==> src/rtl/emtir_cfg.svh <==
// offsets, field positions, writable masks, reset values and interrupt bit positions of the memory timing and irq block
`ifndef EMTIR_CFG_SVH
`define EMTIR_CFG_SVH

// ****************************************************************
// register byte offsets
// ****************************************************************
`define EMTIR_OFS_TIMING    8'h00
`define EMTIR_OFS_SRX       8'h04
`define EMTIR_OFS_RAW       8'h08
`define EMTIR_OFS_MASKED    8'h0C
`define EMTIR_OFS_EN_SET    8'h10
`define EMTIR_OFS_EN_CLR    8'h14
`define EMTIR_OFS_EVENTS    8'h18

// ****************************************************************
// timing and self refresh exit register field positions
// ****************************************************************
`define EMTIR_RFC_HI        31
`define EMTIR_RFC_LO        27
`define EMTIR_RP_HI         26
`define EMTIR_RP_LO         24
`define EMTIR_RCD_HI        22
`define EMTIR_RCD_LO        20
`define EMTIR_WR_HI         18
`define EMTIR_WR_LO         16
`define EMTIR_RAS_HI        15
`define EMTIR_RAS_LO        12
`define EMTIR_RC_HI         11
`define EMTIR_RC_LO         8
`define EMTIR_RRD_HI        6
`define EMTIR_RRD_LO        4
`define EMTIR_XS_HI         4
`define EMTIR_XS_LO         0

// ****************************************************************
// writable masks and reset values
// ****************************************************************
`define EMTIR_TIMING_MASK   32'hFF77_FF70
`define EMTIR_TIMING_RST    32'h4221_5810
`define EMTIR_SRX_MASK      32'h0000_001F
`define EMTIR_SRX_RST       32'h0000_0000
`define EMTIR_IRQ_MASK      3'h7

// ****************************************************************
// interrupt bit positions
// ****************************************************************
`define EMTIR_BIT_TIMEOUT   0
`define EMTIR_BIT_TRAP      1
`define EMTIR_BIT_WRISE     2

`endif

==> src/rtl/emtir_pkg.sv <==
// types of the memory timing and irq block
package emtir_pkg;

	// ****************************************************************
	// sdram spacing fields as the controller sees them
	// ****************************************************************
	typedef struct packed {
		logic [4:0] refresh_cycle_time;        // refresh to refresh, minus one
		logic [2:0] precharge_period;          // precharge to activate/refresh, minus one
		logic [2:0] row_to_column_delay;       // activate to read/write, minus one
		logic [2:0] write_recovery;            // last write to precharge, minus one
		logic [3:0] active_time;               // activate to precharge, minus one
		logic [3:0] row_cycle_time;            // activate to activate, minus one
		logic [2:0] bank_to_bank_activate_gap; // activate to other bank, minus one
		logic [4:0] self_refresh_exit_delay;   // self refresh exit to command, minus one
	} emtir_timing_t;

	// ****************************************************************
	// bus slave state
	// ****************************************************************
	typedef enum logic [1:0] {
		EMTIR_IDLE = 2'b01,
		EMTIR_ACK  = 2'b10
	} emtir_bus_t;

endpackage : emtir_pkg

==> src/rtl/emtir_regs.sv <==
// register bank with sdram spacing fields and wait/trap/timeout interrupt flags
`timescale 1ns/1ps
`include "emtir_cfg.svh"
module emtir_regs #(
	parameter bit HAS_WAIT = 1'b1 // variant with wait, trap and timeout events and flag/enable writes
) (
	// clock and reset
	input  wire logic                   clk_i,
	input  wire logic                   rst_i,
	// wishbone slave
	input  wire logic                   wb_cyc_i,
	input  wire logic                   wb_stb_i,
	input  wire logic                   wb_we_i,
	input  wire logic [7:0]             wb_adr_i,
	input  wire logic [3:0]             wb_sel_i,
	input  wire logic [31:0]            wb_dat_i,
	output logic      [31:0]            wb_dat_o,
	output logic                        wb_ack_o,
	// memory side events
	input  wire logic                   memory_wait_input_i,
	input  wire logic                   ext_wait_access_i,
	input  wire logic                   line_trap_event_i,
	input  wire logic [7:0]             extended_wait_limit_i,
	// outputs
	output emtir_pkg::emtir_timing_t    timing_o,
	output logic                        irq_o
);

	// ****************************************************************
	// storage
	// ****************************************************************
	logic [31:0]          timing_ff;   // sdram spacing register
	logic [31:0]          srx_ff;      // self refresh exit register
	logic [2:0]           raw_ff;      // raw flags
	logic [2:0]           pend_ff;     // masked flags
	logic [2:0]           en_ff;       // interrupt enables
	logic [1:0]           wsync_ff;    // wait input synchroniser
	logic                 wprev_ff;    // previous synced wait
	logic [1:0]           asy_ff;      // access qualifier synchroniser
	logic [1:0]           trap_ff;     // trap synchroniser
	logic [8:0]           wcnt_ff;     // wait active cycles
	logic                 tdone_ff;    // timeout already flagged this wait
	emtir_pkg::emtir_bus_t bus_ff;     // bus slave state
	logic [2:0]           nxt_raw;
	logic [2:0]           nxt_pend;
	logic [2:0]           nxt_en;
	logic [2:0]           ev;          // events this cycle
	logic                 wr_req;      // write accepted this edge
	logic [31:0]          wmask;       // byte enable mask
	logic [31:0]          rdata;
	logic                 timeout_ev;
	logic [2:0]           raw_clr;
	logic [2:0]           en_set;
	logic [2:0]           en_clr;

	// ****************************************************************
	// bus decode
	// ****************************************************************
	// single wait state: ack the cycle after strobe
	assign wr_req = wb_cyc_i && wb_stb_i && wb_we_i && bus_ff == emtir_pkg::EMTIR_IDLE;
	assign wmask  = {{8{wb_sel_i[3]}}, {8{wb_sel_i[2]}}, {8{wb_sel_i[1]}}, {8{wb_sel_i[0]}}};

	// w1c and set/clear strobes only on byte 0
	always_comb
	begin
		raw_clr = 3'h0;
		en_set  = 3'h0;
		en_clr  = 3'h0;
		if (wr_req && wb_sel_i[0] && HAS_WAIT)
		begin
			case (wb_adr_i)
				`EMTIR_OFS_RAW,
				`EMTIR_OFS_MASKED: raw_clr = wb_dat_i[2:0];
				`EMTIR_OFS_EN_SET: en_set  = wb_dat_i[2:0];
				`EMTIR_OFS_EN_CLR: en_clr  = wb_dat_i[2:0];
				default:           ;
			endcase
		end
	end

	// bus handshake
	always_ff @(posedge clk_i)
	begin
		if (rst_i)
		begin
			bus_ff   <= emtir_pkg::EMTIR_IDLE;
			wb_ack_o <= 1'b0;
		end
		else
		begin
			case (bus_ff)
				emtir_pkg::EMTIR_IDLE:
				begin
					wb_ack_o <= wb_cyc_i && wb_stb_i;
					if (wb_cyc_i && wb_stb_i)
						bus_ff <= emtir_pkg::EMTIR_ACK;
				end
				emtir_pkg::EMTIR_ACK:
				begin
					wb_ack_o <= 1'b0;
					bus_ff   <= emtir_pkg::EMTIR_IDLE;
				end
				default:
				begin
					wb_ack_o <= 1'b0;
					bus_ff   <= emtir_pkg::EMTIR_IDLE;
				end
			endcase
		end
	end

	// ****************************************************************
	// timing registers
	// ****************************************************************
	// reserved positions never store
	always_ff @(posedge clk_i)
	begin
		if (rst_i)
		begin
			timing_ff <= `EMTIR_TIMING_RST;
			srx_ff    <= `EMTIR_SRX_RST;
		end
		else if (wr_req && wb_adr_i == `EMTIR_OFS_TIMING)
			timing_ff <= (timing_ff & ~(wmask & `EMTIR_TIMING_MASK))
				| (wb_dat_i & wmask & `EMTIR_TIMING_MASK);
		else if (wr_req && wb_adr_i == `EMTIR_OFS_SRX)
			srx_ff <= (srx_ff & ~(wmask & `EMTIR_SRX_MASK))
				| (wb_dat_i & wmask & `EMTIR_SRX_MASK);
	end

	// fields handed to the command sequencer
	always_ff @(posedge clk_i)
	begin
		if (rst_i)
			timing_o <= '0;
		else
		begin
			timing_o.refresh_cycle_time        <= timing_ff[`EMTIR_RFC_HI:`EMTIR_RFC_LO];
			timing_o.precharge_period          <= timing_ff[`EMTIR_RP_HI:`EMTIR_RP_LO];
			timing_o.row_to_column_delay       <= timing_ff[`EMTIR_RCD_HI:`EMTIR_RCD_LO];
			timing_o.write_recovery            <= timing_ff[`EMTIR_WR_HI:`EMTIR_WR_LO];
			timing_o.active_time               <= timing_ff[`EMTIR_RAS_HI:`EMTIR_RAS_LO];
			timing_o.row_cycle_time            <= timing_ff[`EMTIR_RC_HI:`EMTIR_RC_LO];
			timing_o.bank_to_bank_activate_gap <= timing_ff[`EMTIR_RRD_HI:`EMTIR_RRD_LO];
			timing_o.self_refresh_exit_delay   <= srx_ff[`EMTIR_XS_HI:`EMTIR_XS_LO];
		end
	end

	// ****************************************************************
	// event capture
	// ****************************************************************
	// pins pass two flops before use
	always_ff @(posedge clk_i)
	begin
		if (rst_i)
		begin
			wsync_ff <= 2'h0;
			asy_ff   <= 2'h0;
			trap_ff  <= 2'h0;
			wprev_ff <= 1'b0;
		end
		else
		begin
			wsync_ff <= {wsync_ff[0], memory_wait_input_i};
			asy_ff   <= {asy_ff[0], ext_wait_access_i};
			trap_ff  <= {trap_ff[0], line_trap_event_i};
			wprev_ff <= wsync_ff[1];
		end
	end

	// count wait-active cycles in an extended access
	always_ff @(posedge clk_i)
	begin
		if (rst_i)
		begin
			wcnt_ff  <= 9'h000;
			tdone_ff <= 1'b0;
		end
		else if (asy_ff[1] && wsync_ff[1])
		begin
			if (!tdone_ff)
				wcnt_ff <= wcnt_ff + 9'h001;
			if (timeout_ev)
				tdone_ff <= 1'b1;
		end
		else
		begin
			wcnt_ff  <= 9'h000;
			tdone_ff <= 1'b0;
		end
	end

	// one event per wait stretch that outlasts the limit
	assign timeout_ev = asy_ff[1] && wsync_ff[1] && !tdone_ff
		&& wcnt_ff >= {1'b0, extended_wait_limit_i};

	always_comb
	begin
		ev = 3'h0;
		if (HAS_WAIT)
		begin
			ev[`EMTIR_BIT_TIMEOUT] = timeout_ev;
			ev[`EMTIR_BIT_TRAP]    = trap_ff[1];
			ev[`EMTIR_BIT_WRISE]   = wsync_ff[1] && !wprev_ff;
		end
	end

	// ****************************************************************
	// flags and enables
	// ****************************************************************
	// set wins over a same-cycle clear
	always_comb
	begin
		nxt_raw  = (raw_ff & ~raw_clr) | ev;
		nxt_pend = (pend_ff & ~raw_clr) | (ev & en_ff);
		nxt_en   = (en_ff & ~en_clr) | en_set;
	end

	always_ff @(posedge clk_i)
	begin
		if (rst_i)
		begin
			raw_ff  <= 3'h0;
			pend_ff <= 3'h0;
			en_ff   <= 3'h0;
		end
		else
		begin
			raw_ff  <= nxt_raw;
			pend_ff <= nxt_pend;
			en_ff   <= nxt_en;
		end
	end

	// pulse on each new enabled event
	always_ff @(posedge clk_i)
	begin
		if (rst_i)
			irq_o <= 1'b0;
		else
			irq_o <= |(ev & en_ff);
	end

	// ****************************************************************
	// read data
	// ****************************************************************
	always_comb
	begin
		rdata = 32'h0000_0000;
		case (wb_adr_i)
			`EMTIR_OFS_TIMING: rdata = timing_ff;
			`EMTIR_OFS_SRX:    rdata = srx_ff;
			`EMTIR_OFS_RAW:    rdata = {29'h0, raw_ff};
			`EMTIR_OFS_MASKED: rdata = {29'h0, pend_ff};
			`EMTIR_OFS_EN_SET,
			`EMTIR_OFS_EN_CLR: rdata = {29'h0, en_ff};
			default:           rdata = 32'h0000_0000;
		endcase
	end

	always_ff @(posedge clk_i)
	begin
		if (rst_i)
			wb_dat_o <= 32'h0000_0000;
		else if (wb_cyc_i && wb_stb_i && bus_ff == emtir_pkg::EMTIR_IDLE)
			wb_dat_o <= rdata;
	end

	// ****************************************************************
	// checks
	// ****************************************************************
	reserved_zero_a: assert property (@(posedge clk_i) disable iff (rst_i)
		(timing_ff & ~`EMTIR_TIMING_MASK) == 32'h0000_0000)
		else $error("timing reserved bit set");
	srx_reserved_a: assert property (@(posedge clk_i) disable iff (rst_i)
		(srx_ff & ~`EMTIR_SRX_MASK) == 32'h0000_0000)
		else $error("exit reserved bit set");
	raw_timeout_a: assert property (@(posedge clk_i) disable iff (rst_i)
		timeout_ev |=> raw_ff[0])
		else $error("raw timeout not set");
	timeout_once_a: assert property (@(posedge clk_i) disable iff (rst_i)
		timeout_ev |=> !timeout_ev)
		else $error("timeout flagged twice");
	wrise_raw_a: assert property (@(posedge clk_i) disable iff (rst_i)
		(wsync_ff[1] && !wprev_ff && HAS_WAIT) |=> raw_ff[2])
		else $error("wait rise not flagged");
	trap_raw_a: assert property (@(posedge clk_i) disable iff (rst_i)
		(trap_ff[1] && HAS_WAIT) |=> raw_ff[1])
		else $error("line trap not flagged");
	raw_clear_a: assert property (@(posedge clk_i) disable iff (rst_i)
		(raw_clr[0] && !ev[0]) |=> !raw_ff[0] && !pend_ff[0])
		else $error("w1c did not clear");
	masked_clear_a: assert property (@(posedge clk_i) disable iff (rst_i)
		(wr_req && wb_sel_i[0] && HAS_WAIT && wb_adr_i == `EMTIR_OFS_MASKED
			&& wb_dat_i[1] && !ev[1]) |=> !raw_ff[1] && !pend_ff[1])
		else $error("masked w1c did not clear");
	masked_gate_a: assert property (@(posedge clk_i) disable iff (rst_i)
		$rose(pend_ff[0]) |-> $past(en_ff[0]))
		else $error("masked set while disabled");
	irq_pulse_a: assert property (@(posedge clk_i) disable iff (rst_i)
		(ev[0] && en_ff[0]) |=> irq_o ##1 (!irq_o || $past(|(ev & en_ff))))
		else $error("interrupt pulse wrong");
	timeout_irq_a: assert property (@(posedge clk_i) disable iff (rst_i)
		$rose(pend_ff[0]) |-> irq_o)
		else $error("no pulse on masked timeout");
	enable_set_a: assert property (@(posedge clk_i) disable iff (rst_i)
		(wr_req && wb_sel_i[0] && HAS_WAIT && wb_adr_i == `EMTIR_OFS_EN_SET
			&& wb_dat_i[0]) |=> en_ff[0])
		else $error("enable set failed");
	no_irq_off_a: assert property (@(posedge clk_i) disable iff (rst_i)
		(!en_ff[0] && !pend_ff[0] && !raw_clr[0]) |=> !pend_ff[0])
		else $error("masked timeout while disabled");
	wrise_masked_a: assert property (@(posedge clk_i) disable iff (rst_i)
		$rose(pend_ff[2]) |-> $past(en_ff[2]))
		else $error("masked wait rise while disabled");
	trap_masked_a: assert property (@(posedge clk_i) disable iff (rst_i)
		$rose(pend_ff[1]) |-> $past(en_ff[1]))
		else $error("masked line trap while disabled");
	enable_clear_a: assert property (@(posedge clk_i) disable iff (rst_i)
		(en_clr[0] && !en_set[0]) |=> !en_ff[0])
		else $error("enable clear failed");
	irq_width_a: assert property (@(posedge clk_i) disable iff (rst_i)
		irq_o == $past(|(ev & en_ff)))
		else $error("interrupt pulse width wrong");
	ack_pulse_a: assert property (@(posedge clk_i) disable iff (rst_i)
		wb_ack_o |=> !wb_ack_o)
		else $error("ack longer than one cycle");
	// spacing fields reach the sequencer one cycle after the register
	refresh_gap_a: assert property (@(posedge clk_i) disable iff (rst_i)
		!rst_i |=> timing_o.refresh_cycle_time
			== $past(timing_ff[`EMTIR_RFC_HI:`EMTIR_RFC_LO]))
		else $error("refresh field not forwarded");
	precharge_fwd_a: assert property (@(posedge clk_i) disable iff (rst_i)
		!rst_i |=> timing_o.precharge_period
			== $past(timing_ff[`EMTIR_RP_HI:`EMTIR_RP_LO]))
		else $error("precharge field not forwarded");
	row_col_fwd_a: assert property (@(posedge clk_i) disable iff (rst_i)
		!rst_i |=> timing_o.row_to_column_delay
			== $past(timing_ff[`EMTIR_RCD_HI:`EMTIR_RCD_LO]))
		else $error("row to column field not forwarded");
	recovery_fwd_a: assert property (@(posedge clk_i) disable iff (rst_i)
		!rst_i |=> timing_o.write_recovery
			== $past(timing_ff[`EMTIR_WR_HI:`EMTIR_WR_LO]))
		else $error("write recovery field not forwarded");
	active_fwd_a: assert property (@(posedge clk_i) disable iff (rst_i)
		!rst_i |=> timing_o.active_time
			== $past(timing_ff[`EMTIR_RAS_HI:`EMTIR_RAS_LO]))
		else $error("active time field not forwarded");
	row_cycle_a: assert property (@(posedge clk_i) disable iff (rst_i)
		!rst_i |=> timing_o.row_cycle_time
			== $past(timing_ff[`EMTIR_RC_HI:`EMTIR_RC_LO]))
		else $error("row cycle field not forwarded");
	bank_gap_a: assert property (@(posedge clk_i) disable iff (rst_i)
		!rst_i |=> timing_o.bank_to_bank_activate_gap
			== $past(timing_ff[`EMTIR_RRD_HI:`EMTIR_RRD_LO]))
		else $error("bank gap field not forwarded");
	exit_delay_a: assert property (@(posedge clk_i) disable iff (rst_i)
		!rst_i |=> timing_o.self_refresh_exit_delay
			== $past(srx_ff[`EMTIR_XS_HI:`EMTIR_XS_LO]))
		else $error("exit delay field not forwarded");

endmodule : emtir_regs

==> config.mk <==
export PLATFORM = sky130hd
export DESIGN_NAME = emtir_regs
export DESIGN_NICKNAME = d
export VERILOG_FILES = /design/src/rtl/emtir_pkg.sv /design/src/rtl/emtir_regs.sv
export VERILOG_INCLUDE_DIRS = /design/src /design/src/rtl
export SDC_FILE = /design/constraint.sdc
export NUM_CORES = 1
export LEC_CHECK = 0
export BUFFER_PORTS_ARGS = -buffer_cell sky130_fd_sc_hd__buf_2
export CORE_ASPECT_RATIO = 2
export CORE_UTILIZATION = 55
export DETAILED_ROUTE_END_ITERATION = 8
export GPL_TIMING_DRIVEN = 0
export HOLD_SLACK_MARGIN = 0.03
export PLACE_DENSITY_LB_ADDON = 0.05
export SETUP_SLACK_MARGIN = 0.15
export SLEW_MARGIN = 20
export SYNTH_ARGS = -nofsm -noshare
export SYNTH_HDL_FRONTEND = slang
export SYNTH_SLANG_ARGS = --single-unit
==> constraint.sdc <==
create_clock -name clk_i -period 5.5 [get_ports clk_i]
set_input_delay 0.55 -clock clk_i [delete_from_list [all_inputs] [get_ports clk_i]]
set_output_delay 0.55 -clock clk_i [all_outputs]
set_load 0.01 [all_outputs]
==> metrics.txt, run 1 <==
status finished clean; crit start category primary input; RSZ-0062 raised after global routing false; R2R cell count 5; crit-path leading delay family simple AND/OR/NAND/NOR gates; Leak 2.54 nW; R2R setup slack 3.59 ns; core footprint 8000 sq um; vias in the first global route 3946; Synth async-reset ratio 0%; H-tree levels 4; final WL 11700 um; CP bufs+invs 2; achievable frequency 471 MHz; Die ar. 8680 sq um; Main synth FF type dfxtp_1; pin slew with the least headroom to its limit 0.784 ns; setup violators final 0; I/O Buffers 116; Fin Setup TNS 0 ns; clk slew on worst S/H paths 0.05 ns; initial antenna violation count 0; Root Buffer clkbuf_16; cts hold-fix bufs 0; HPWL after detailed placement 8730 um; global-route wire length before repair 18300 um; number of CTS-inserted buffers 17; Avg Cell Area, Syn 9.58 sq um; gpl congestion 0.905; Setup CP Type primary input to register; synth warn 0; area grow syn2layout 29.2%; hold path start ext_wait_access_i; CP max stage delay 0.69 ns; total global routing overflow 0; vias per cell 5.53; number of distinct library cells after synthesis 45; I/O pin total 124; Crit path required time 5.75 ns; Power Density 360 nW/um^2; register area share after synthesis 52.2%; DRC 0; GRT Util Overall 28.9%; share of cells above drive strength 1 27.0%; Std-Cell Rows 46; Mapped Area 4560 sq um; Worst slew margin 47.2%; worst-path cell chain buf_2, or3_1, buf_6, or2_2, nor4_1, a311oi_1; WHS 0.358 ns; final net count 682; worst hold path type primary input to register; hold path endpoint asy_ff[0]$_SDFF_PP0_; Worst Skew 0.00488 ns; vias 3988; largest net degree at the start of global routing 17; crit path DAT 2.38 ns; Slowest-stage cell, CP nor4_1; number of enable flip-flop cells after synthesis 0; reg2reg end raw_ff[0]$_SDFF_PP0_; DR iter-0 viols 175; hold path depth 2; Max VDD drop 0.310 mV; Yosys reg bits 119; drt pass-1 iters 4; Hold Fails Final Rpt 0; crit path capture type register; Max Slew Vio Count 0; Final min period 2.13 ns; initial core utilization 57.0%; die height 131 um; ant diodes 0; Final Cycle Share 38.6%; width of the die 66.4 um; r2r startpoint wcnt_ff[7]$_SDFFE_PP0N_; post-CTS sizing 0; CTS max path bufs 2; Post-DRT Antenna Nets 0; CTS sink count 119; crit path max fanout 9; post-CTS setup repair buffer count 0; fillers 613; Clk Latency, worst-skew pair 0.41 ns; CTS tree yes; synthesized instance count 476; wire per inst 16.3 um; Pwr Total 0.00212 W; maxcap violations 0
-- metal layers --
metal,track usage (%),routed length [um]
met2,54.3,6610
met3,9.38,699
met4,12.6,303
met5,0,0
met1,27.6,4130
-- kinds of logic after synthesis --
group	share of synthesized area (%)
AO/OA/AOI/OAI	11.7
other	0.0822
XOR/XNOR	1.34
AND/OR/NAND/NOR	22.4
multiplexers	5.10
adder cells (fa/ha/maj)	2.47
buffers and inverters	4.61
flip-flops	52.2
-- Yosys cell counts (4+ instances only) --
library cell | n | share of area (%)
dfxtp_1 | 119 | 52
nand3b_1 | 4 | 0.66
nor4_1 | 7 | 0.96
xor2_1 | 4 | 0.77
nand4_1 | 7 | 0.96
a21oi_1 | 15 | 1.6
a32oi_1 | 24 | 4.6
nand2b_1 | 6 | 0.82
nor2b_1 | 51 | 7.0
nand3_1 | 14 | 1.5
nand2_1 | 18 | 1.5
a311oi_1 | 4 | 0.77
nor2_1 | 60 | 4.9
mux2_2 | 10 | 2.5
inv_1 | 15 | 1.2
or3_1 | 4 | 0.55
ha_1 | 9 | 2.5
clkbuf_1 | 23 | 1.9
o21ai_0 | 23 | 2.5
mux2i_1 | 12 | 2.6
-- worst max path at each step --
stage	start	to	slack, ns	cells past startpoint
after detailed placement	rst_i	wb_dat_o[24]$_SDFFE_PP0P_	2.95	5
after floorplan	wb_adr_i[5]	register	3.32	6
after global placement	wb_adr_i[5]	pend_ff[1]$_SDFF_PP0_	2.95	6
after CTS	rst_i	wb_dat_o[24]$_SDFFE_PP0P_	3.38	5
final	wb_adr_i[5]	pend_ff[2]$_SDFF_PP0_	3.37	6
after global routing	rst_i	wb_dat_o[20]$_SDFFE_PP0P_	3.25	5
-- cell usage in the layout, fill, tap and decap left out, types with 3 or more instances in the layout --
cell type,instances
a21oi_1,15
nor3_1,3
conb_1,3
nor4_1,7
inv_1,15
ha_1,9
nand2_1,18
xnor2_1,3
nor2_1,60
nand2b_1,6
a311oi_1,4
mux2_2,10
dfxtp_1,119
a32oi_1,24
xor2_1,4
bufinv_16,4
nor2b_1,51
a22oi_1,3
a211oi_1,3
o21ai_0,23
a31oi_1,3
or3_1,4
mux2i_1,12
clkbuf_8,3
nand4_1,7
buf_2,119
nand3b_1,4
clkbuf_16,17
clkbuf_1,26
nand3_1,14
buf_4,3
-- metrics by stage --
| step | util, % | cells | cell area (sq um) | setup slack, ns |
|---|---|---|---|---|
| final | 73.6 | 721 | 5890 | 3.37 |
| after global routing | 73.6 | 721 | 5890 | 3.25 |
| after CTS | 73.6 | 721 | 5890 | 3.38 |
| after detailed placement | 65.9 | 690 | 5270 | 2.95 |
| after global placement | 65.9 | 690 | 5270 | 2.95 |
| after floorplan | - | 478 | 4570 | 3.32 |
-- report_power, final --
group / internal, W / total (W) / switching, W
clock network: 0.000789 / 0.00116 / 0.000367
logic: 0.0000351 / 0.0000930 / 0.0000579
registers: 0.000871 / 0.000874 / 0.00000296
total: 0.00169 / 0.00212 / 0.000428
-- layout make-up --
type / count / area, sq um / area share [%]
Clock buffer: 23 / 478 / 8.11
Multi-Input combinational cell: 311 / 1980 / 33.5
Buffer: 33 / 154 / 2.61
Sequential cell: 119 / 2380 / 40.4
Clock inverter: 8 / 145 / 2.46
Inverter: 15 / 56.3 / 0.956
Timing Repair Buffer: 116 / 581 / 9.85
Tap cell: 96 / 120 / 2.04
Note: power is estimated with default switching activity, not from simulation.
==> inputs of run 2 (changes only) <==
--- a/config.mk
+++ b/config.mk
@@ -6,9 +6,10 @@
 export SDC_FILE = /design/constraint.sdc
 export NUM_CORES = 1
 export LEC_CHECK = 0
+export ABC_AREA = 1
 export BUFFER_PORTS_ARGS = -buffer_cell sky130_fd_sc_hd__buf_2
 export CORE_ASPECT_RATIO = 2
-export CORE_UTILIZATION = 55
+export CORE_UTILIZATION = 47
 export DETAILED_ROUTE_END_ITERATION = 8
 export GPL_TIMING_DRIVEN = 0
 export HOLD_SLACK_MARGIN = 0.03
==> constraint.sdc (replaced) <==
create_clock -name clk_i -period 1.9 [get_ports clk_i]
set_input_delay 0.19 -clock clk_i [delete_from_list [all_inputs] [get_ports clk_i]]
set_output_delay 0.19 -clock clk_i [all_outputs]
set_load 0.01 [all_outputs]
==> run 2 against run 1 <==
  * Die area is 16% higher
  * Global-route usage is 4.9 points lower
  * Clock power grew to 2.7 times the previous value
  * Synthesized cell count is 19% higher
  * Core utilization is 10 points lower
  * Clock skew is 0.00097 ns higher
  * First-iteration DRC count is 15% lower
  * Non-clock buffer count is 1 higher
  * Critical path depth is 2 higher
  * Register-to-register slack worse by 3.2 ns
  * Critical path type is now register to register
  * Largest power group unchanged
  * Highest routed layer unchanged
==> metrics.txt, run 2 <==
Worst slew margin 55.6%; global-route wire length before repair 18400 um; number of enable flip-flop cells after synthesis 0; hold path depth 3; Root Buffer clkbuf_16; Avg Cell Area, Syn 8.03 sq um; clock share of power 51.9%; Main synth FF type dfxtp_1; Post-DRT Antenna Nets 0; total global routing overflow 0; Hold Fails Final Rpt 0; Crit path required time 2.19 ns; number of distinct library cells after synthesis 33; Worst Skew 0.00584 ns; R2R setup slack 0.35 ns; final net count 780; I/O pin total 124; drt pass-1 iters 5; switching pwr 0.00129 W; DRC 0; post-route worst setup slack 0.348 ns; wire per inst 13.6 um; achievable frequency 644 MHz; HPWL after detailed placement 8500 um; Fin Setup TNS 0 ns; core footprint 9380 sq um; Power Density 1020 nW/um^2; leading area contributor after synthesis dfxtp_1; synth top area cells dfxtp_1 (53%), nand2_1 (7.5%), a21oi_1 (6.6%); gpl congestion 0.837; initial antenna violation count 0; CP startpoint bus_ff[0]$_SDFFE_PP1P_; Max Slew Vio Count 0; top cell type's share of synthesized area 52.5%; crit path DAT 1.84 ns; Clk Latency, worst-skew pair 0.40 ns; number of CTS-inserted buffers 17; CTS sink count 119; crit path max fanout 10; largest net degree at the start of global routing 17; setup violators final 0; pin slew with the least headroom to its limit 0.666 ns; vias per cell 4.96; crit start category register; internal power 0.00477 W; Place WS 0.273 ns; GRT Util Overall 24.0%; r2r startpoint bus_ff[0]$_SDFFE_PP1P_; maxcap violations 0; Yosys reg bits 119; CTS tree yes; worst hold path type primary input to register; final WL 11200 um; vias in the first global route 4129; clk slew on worst S/H paths 0.05 ns; most numerous cell in the Yosys netlist dfxtp_1; sw frac 21.3%; register area share after synthesis 52.5%; most frequent cells in the layout buf_2 (119), dfxtp_1 (119), nand2_1 (90); synthesized instance count 565; width of the die 71.5 um; R2R cell count 8; area grow syn2layout 30.9%; Max VDD drop 0.935 mV; die height 141 um; Mapped Area 4530 sq um; DR iter-0 viols 149; synth warn 0; initial core utilization 48.3%; CTS max path bufs 2; ant diodes 0; H-tree levels 4; Final min period 1.55 ns; vias 4110; RSZ-0062 raised after global routing true; fillers 871; Synth top cells by count dfxtp_1 (119), nand2_1 (90), inv_1 (75); I/O Buffers 116; crit path capture type register; Die ar. 10100 sq um; sequential share of power 42.5%; share of cells above drive strength 1 25.1%; Setup CP Type register to register; Synth async-reset ratio 0%; Comb power frac 5.6%; Final Cycle Share 81.7%; Std-Cell Rows 50; Leak 2.76 nW; status finished clean
-- run 2: what timing repair did --
action / in CTS / in global routing
buffers inserted: 0 / 0
gates resized for setup: 0 / 4
endpoints found under the hold margin: 9 / 0
endpoints found under the setup margin: 0 / 7
hold buffers: 9 / 0
-- run 2: critical path, cell delays in order (launching register included) --
cell	delay [ns]
dfxtp_1	0.30
inv_1	0.04
nor2_2	0.08
nand2_2	0.19
nor2_4	0.28
nand3_2	0.13
buf_2	0.20
o21ai_0	0.16
a21oi_1	0.06
-- run 2: area by class of cell --
class | count | area [sq um] | share of cell area, %
plain buffers | 25 | 133 | 2.23
clock buffers | 22 | 454 | 7.65
clock inverters | 10 | 128 | 2.15
inverters | 82 | 312 | 5.25
multi-input cells | 341 | 1730 | 29.1
flip-flops and latches | 119 | 2380 | 40.1
well taps | 104 | 130 | 2.19
repair buffers | 125 | 671 | 11.3
-- run 2: stage by stage --
| stage | std cells | utilization, % | cell area, sq um | total power [W] | hold WS [ns] |
|---|---|---|---|---|---|
| after floorplan | 567 | - | 4540 | 0.00279 | 0.297 |
| after global placement | 787 | 56.0 | 5250 | 0.00294 | 0.390 |
| after detailed placement | 787 | 56.0 | 5250 | 0.00295 | 0.394 |
| after CTS | 828 | 63.1 | 5920 | 0.00610 | 0.0312 |
| after global routing | 828 | 63.3 | 5940 | 0.00626 | 0.0416 |
| final | 828 | 63.3 | 5940 | 0.00605 | 0.0398 |
-- run 2: routing by layer --
| metal | vias up | share of wire [%] | global-route usage, % |
|---|---|---|---|
| met5 | - | 0 | 0 |
| met4 | 0 | 3.0 | 12.4 |
| met3 | 19 | 4.4 | 6.22 |
| met2 | 114 | 56 | 45.2 |
| met1 | 1884 | 37 | 23.3 |
| li1 | 2093 | - | - |
-- run 2: worst min-delay path by stage --
stage,from,endpoint
2_1_floorplan,ext_wait_access_i,asy_ff[0]$_SDFF_PP0_
3_3_place_gp,asy_ff[0]$_SDFF_PP0_,asy_ff[1]$_SDFF_PP0_
3_5_place_dp,asy_ff[0]$_SDFF_PP0_,asy_ff[1]$_SDFF_PP0_
4_1_cts,wb_dat_i[25],register
5_1_grt,wb_dat_i[15],register
6_report,wb_dat_i[25],register
-- run 2: cells by family (layout without fill, tap and decap cells) --
group	after synthesis	count (layout)	share of synthesized area (%)
and+or+nand+nor	196	196	19.2
AOI/OAI and AO/OA	133	133	16.0
DFF	119	119	52.5
buffers and inverters	107	264	9.69
adders and majority gates	9	9	2.48
other	1	3	0.0827
-- run 2: power groups by stage --
stage	Clock [W]	Combinational (W)	Sequential (W)
finish	0.00314	0.000337	0.00258
global route	0.00330	0.000379	0.00258
CTS	0.00318	0.000340	0.00258
detailed placement	0	0.000324	0.00263
global placement	0	0.000316	0.00263
floorplan	0	0.000146	0.00264
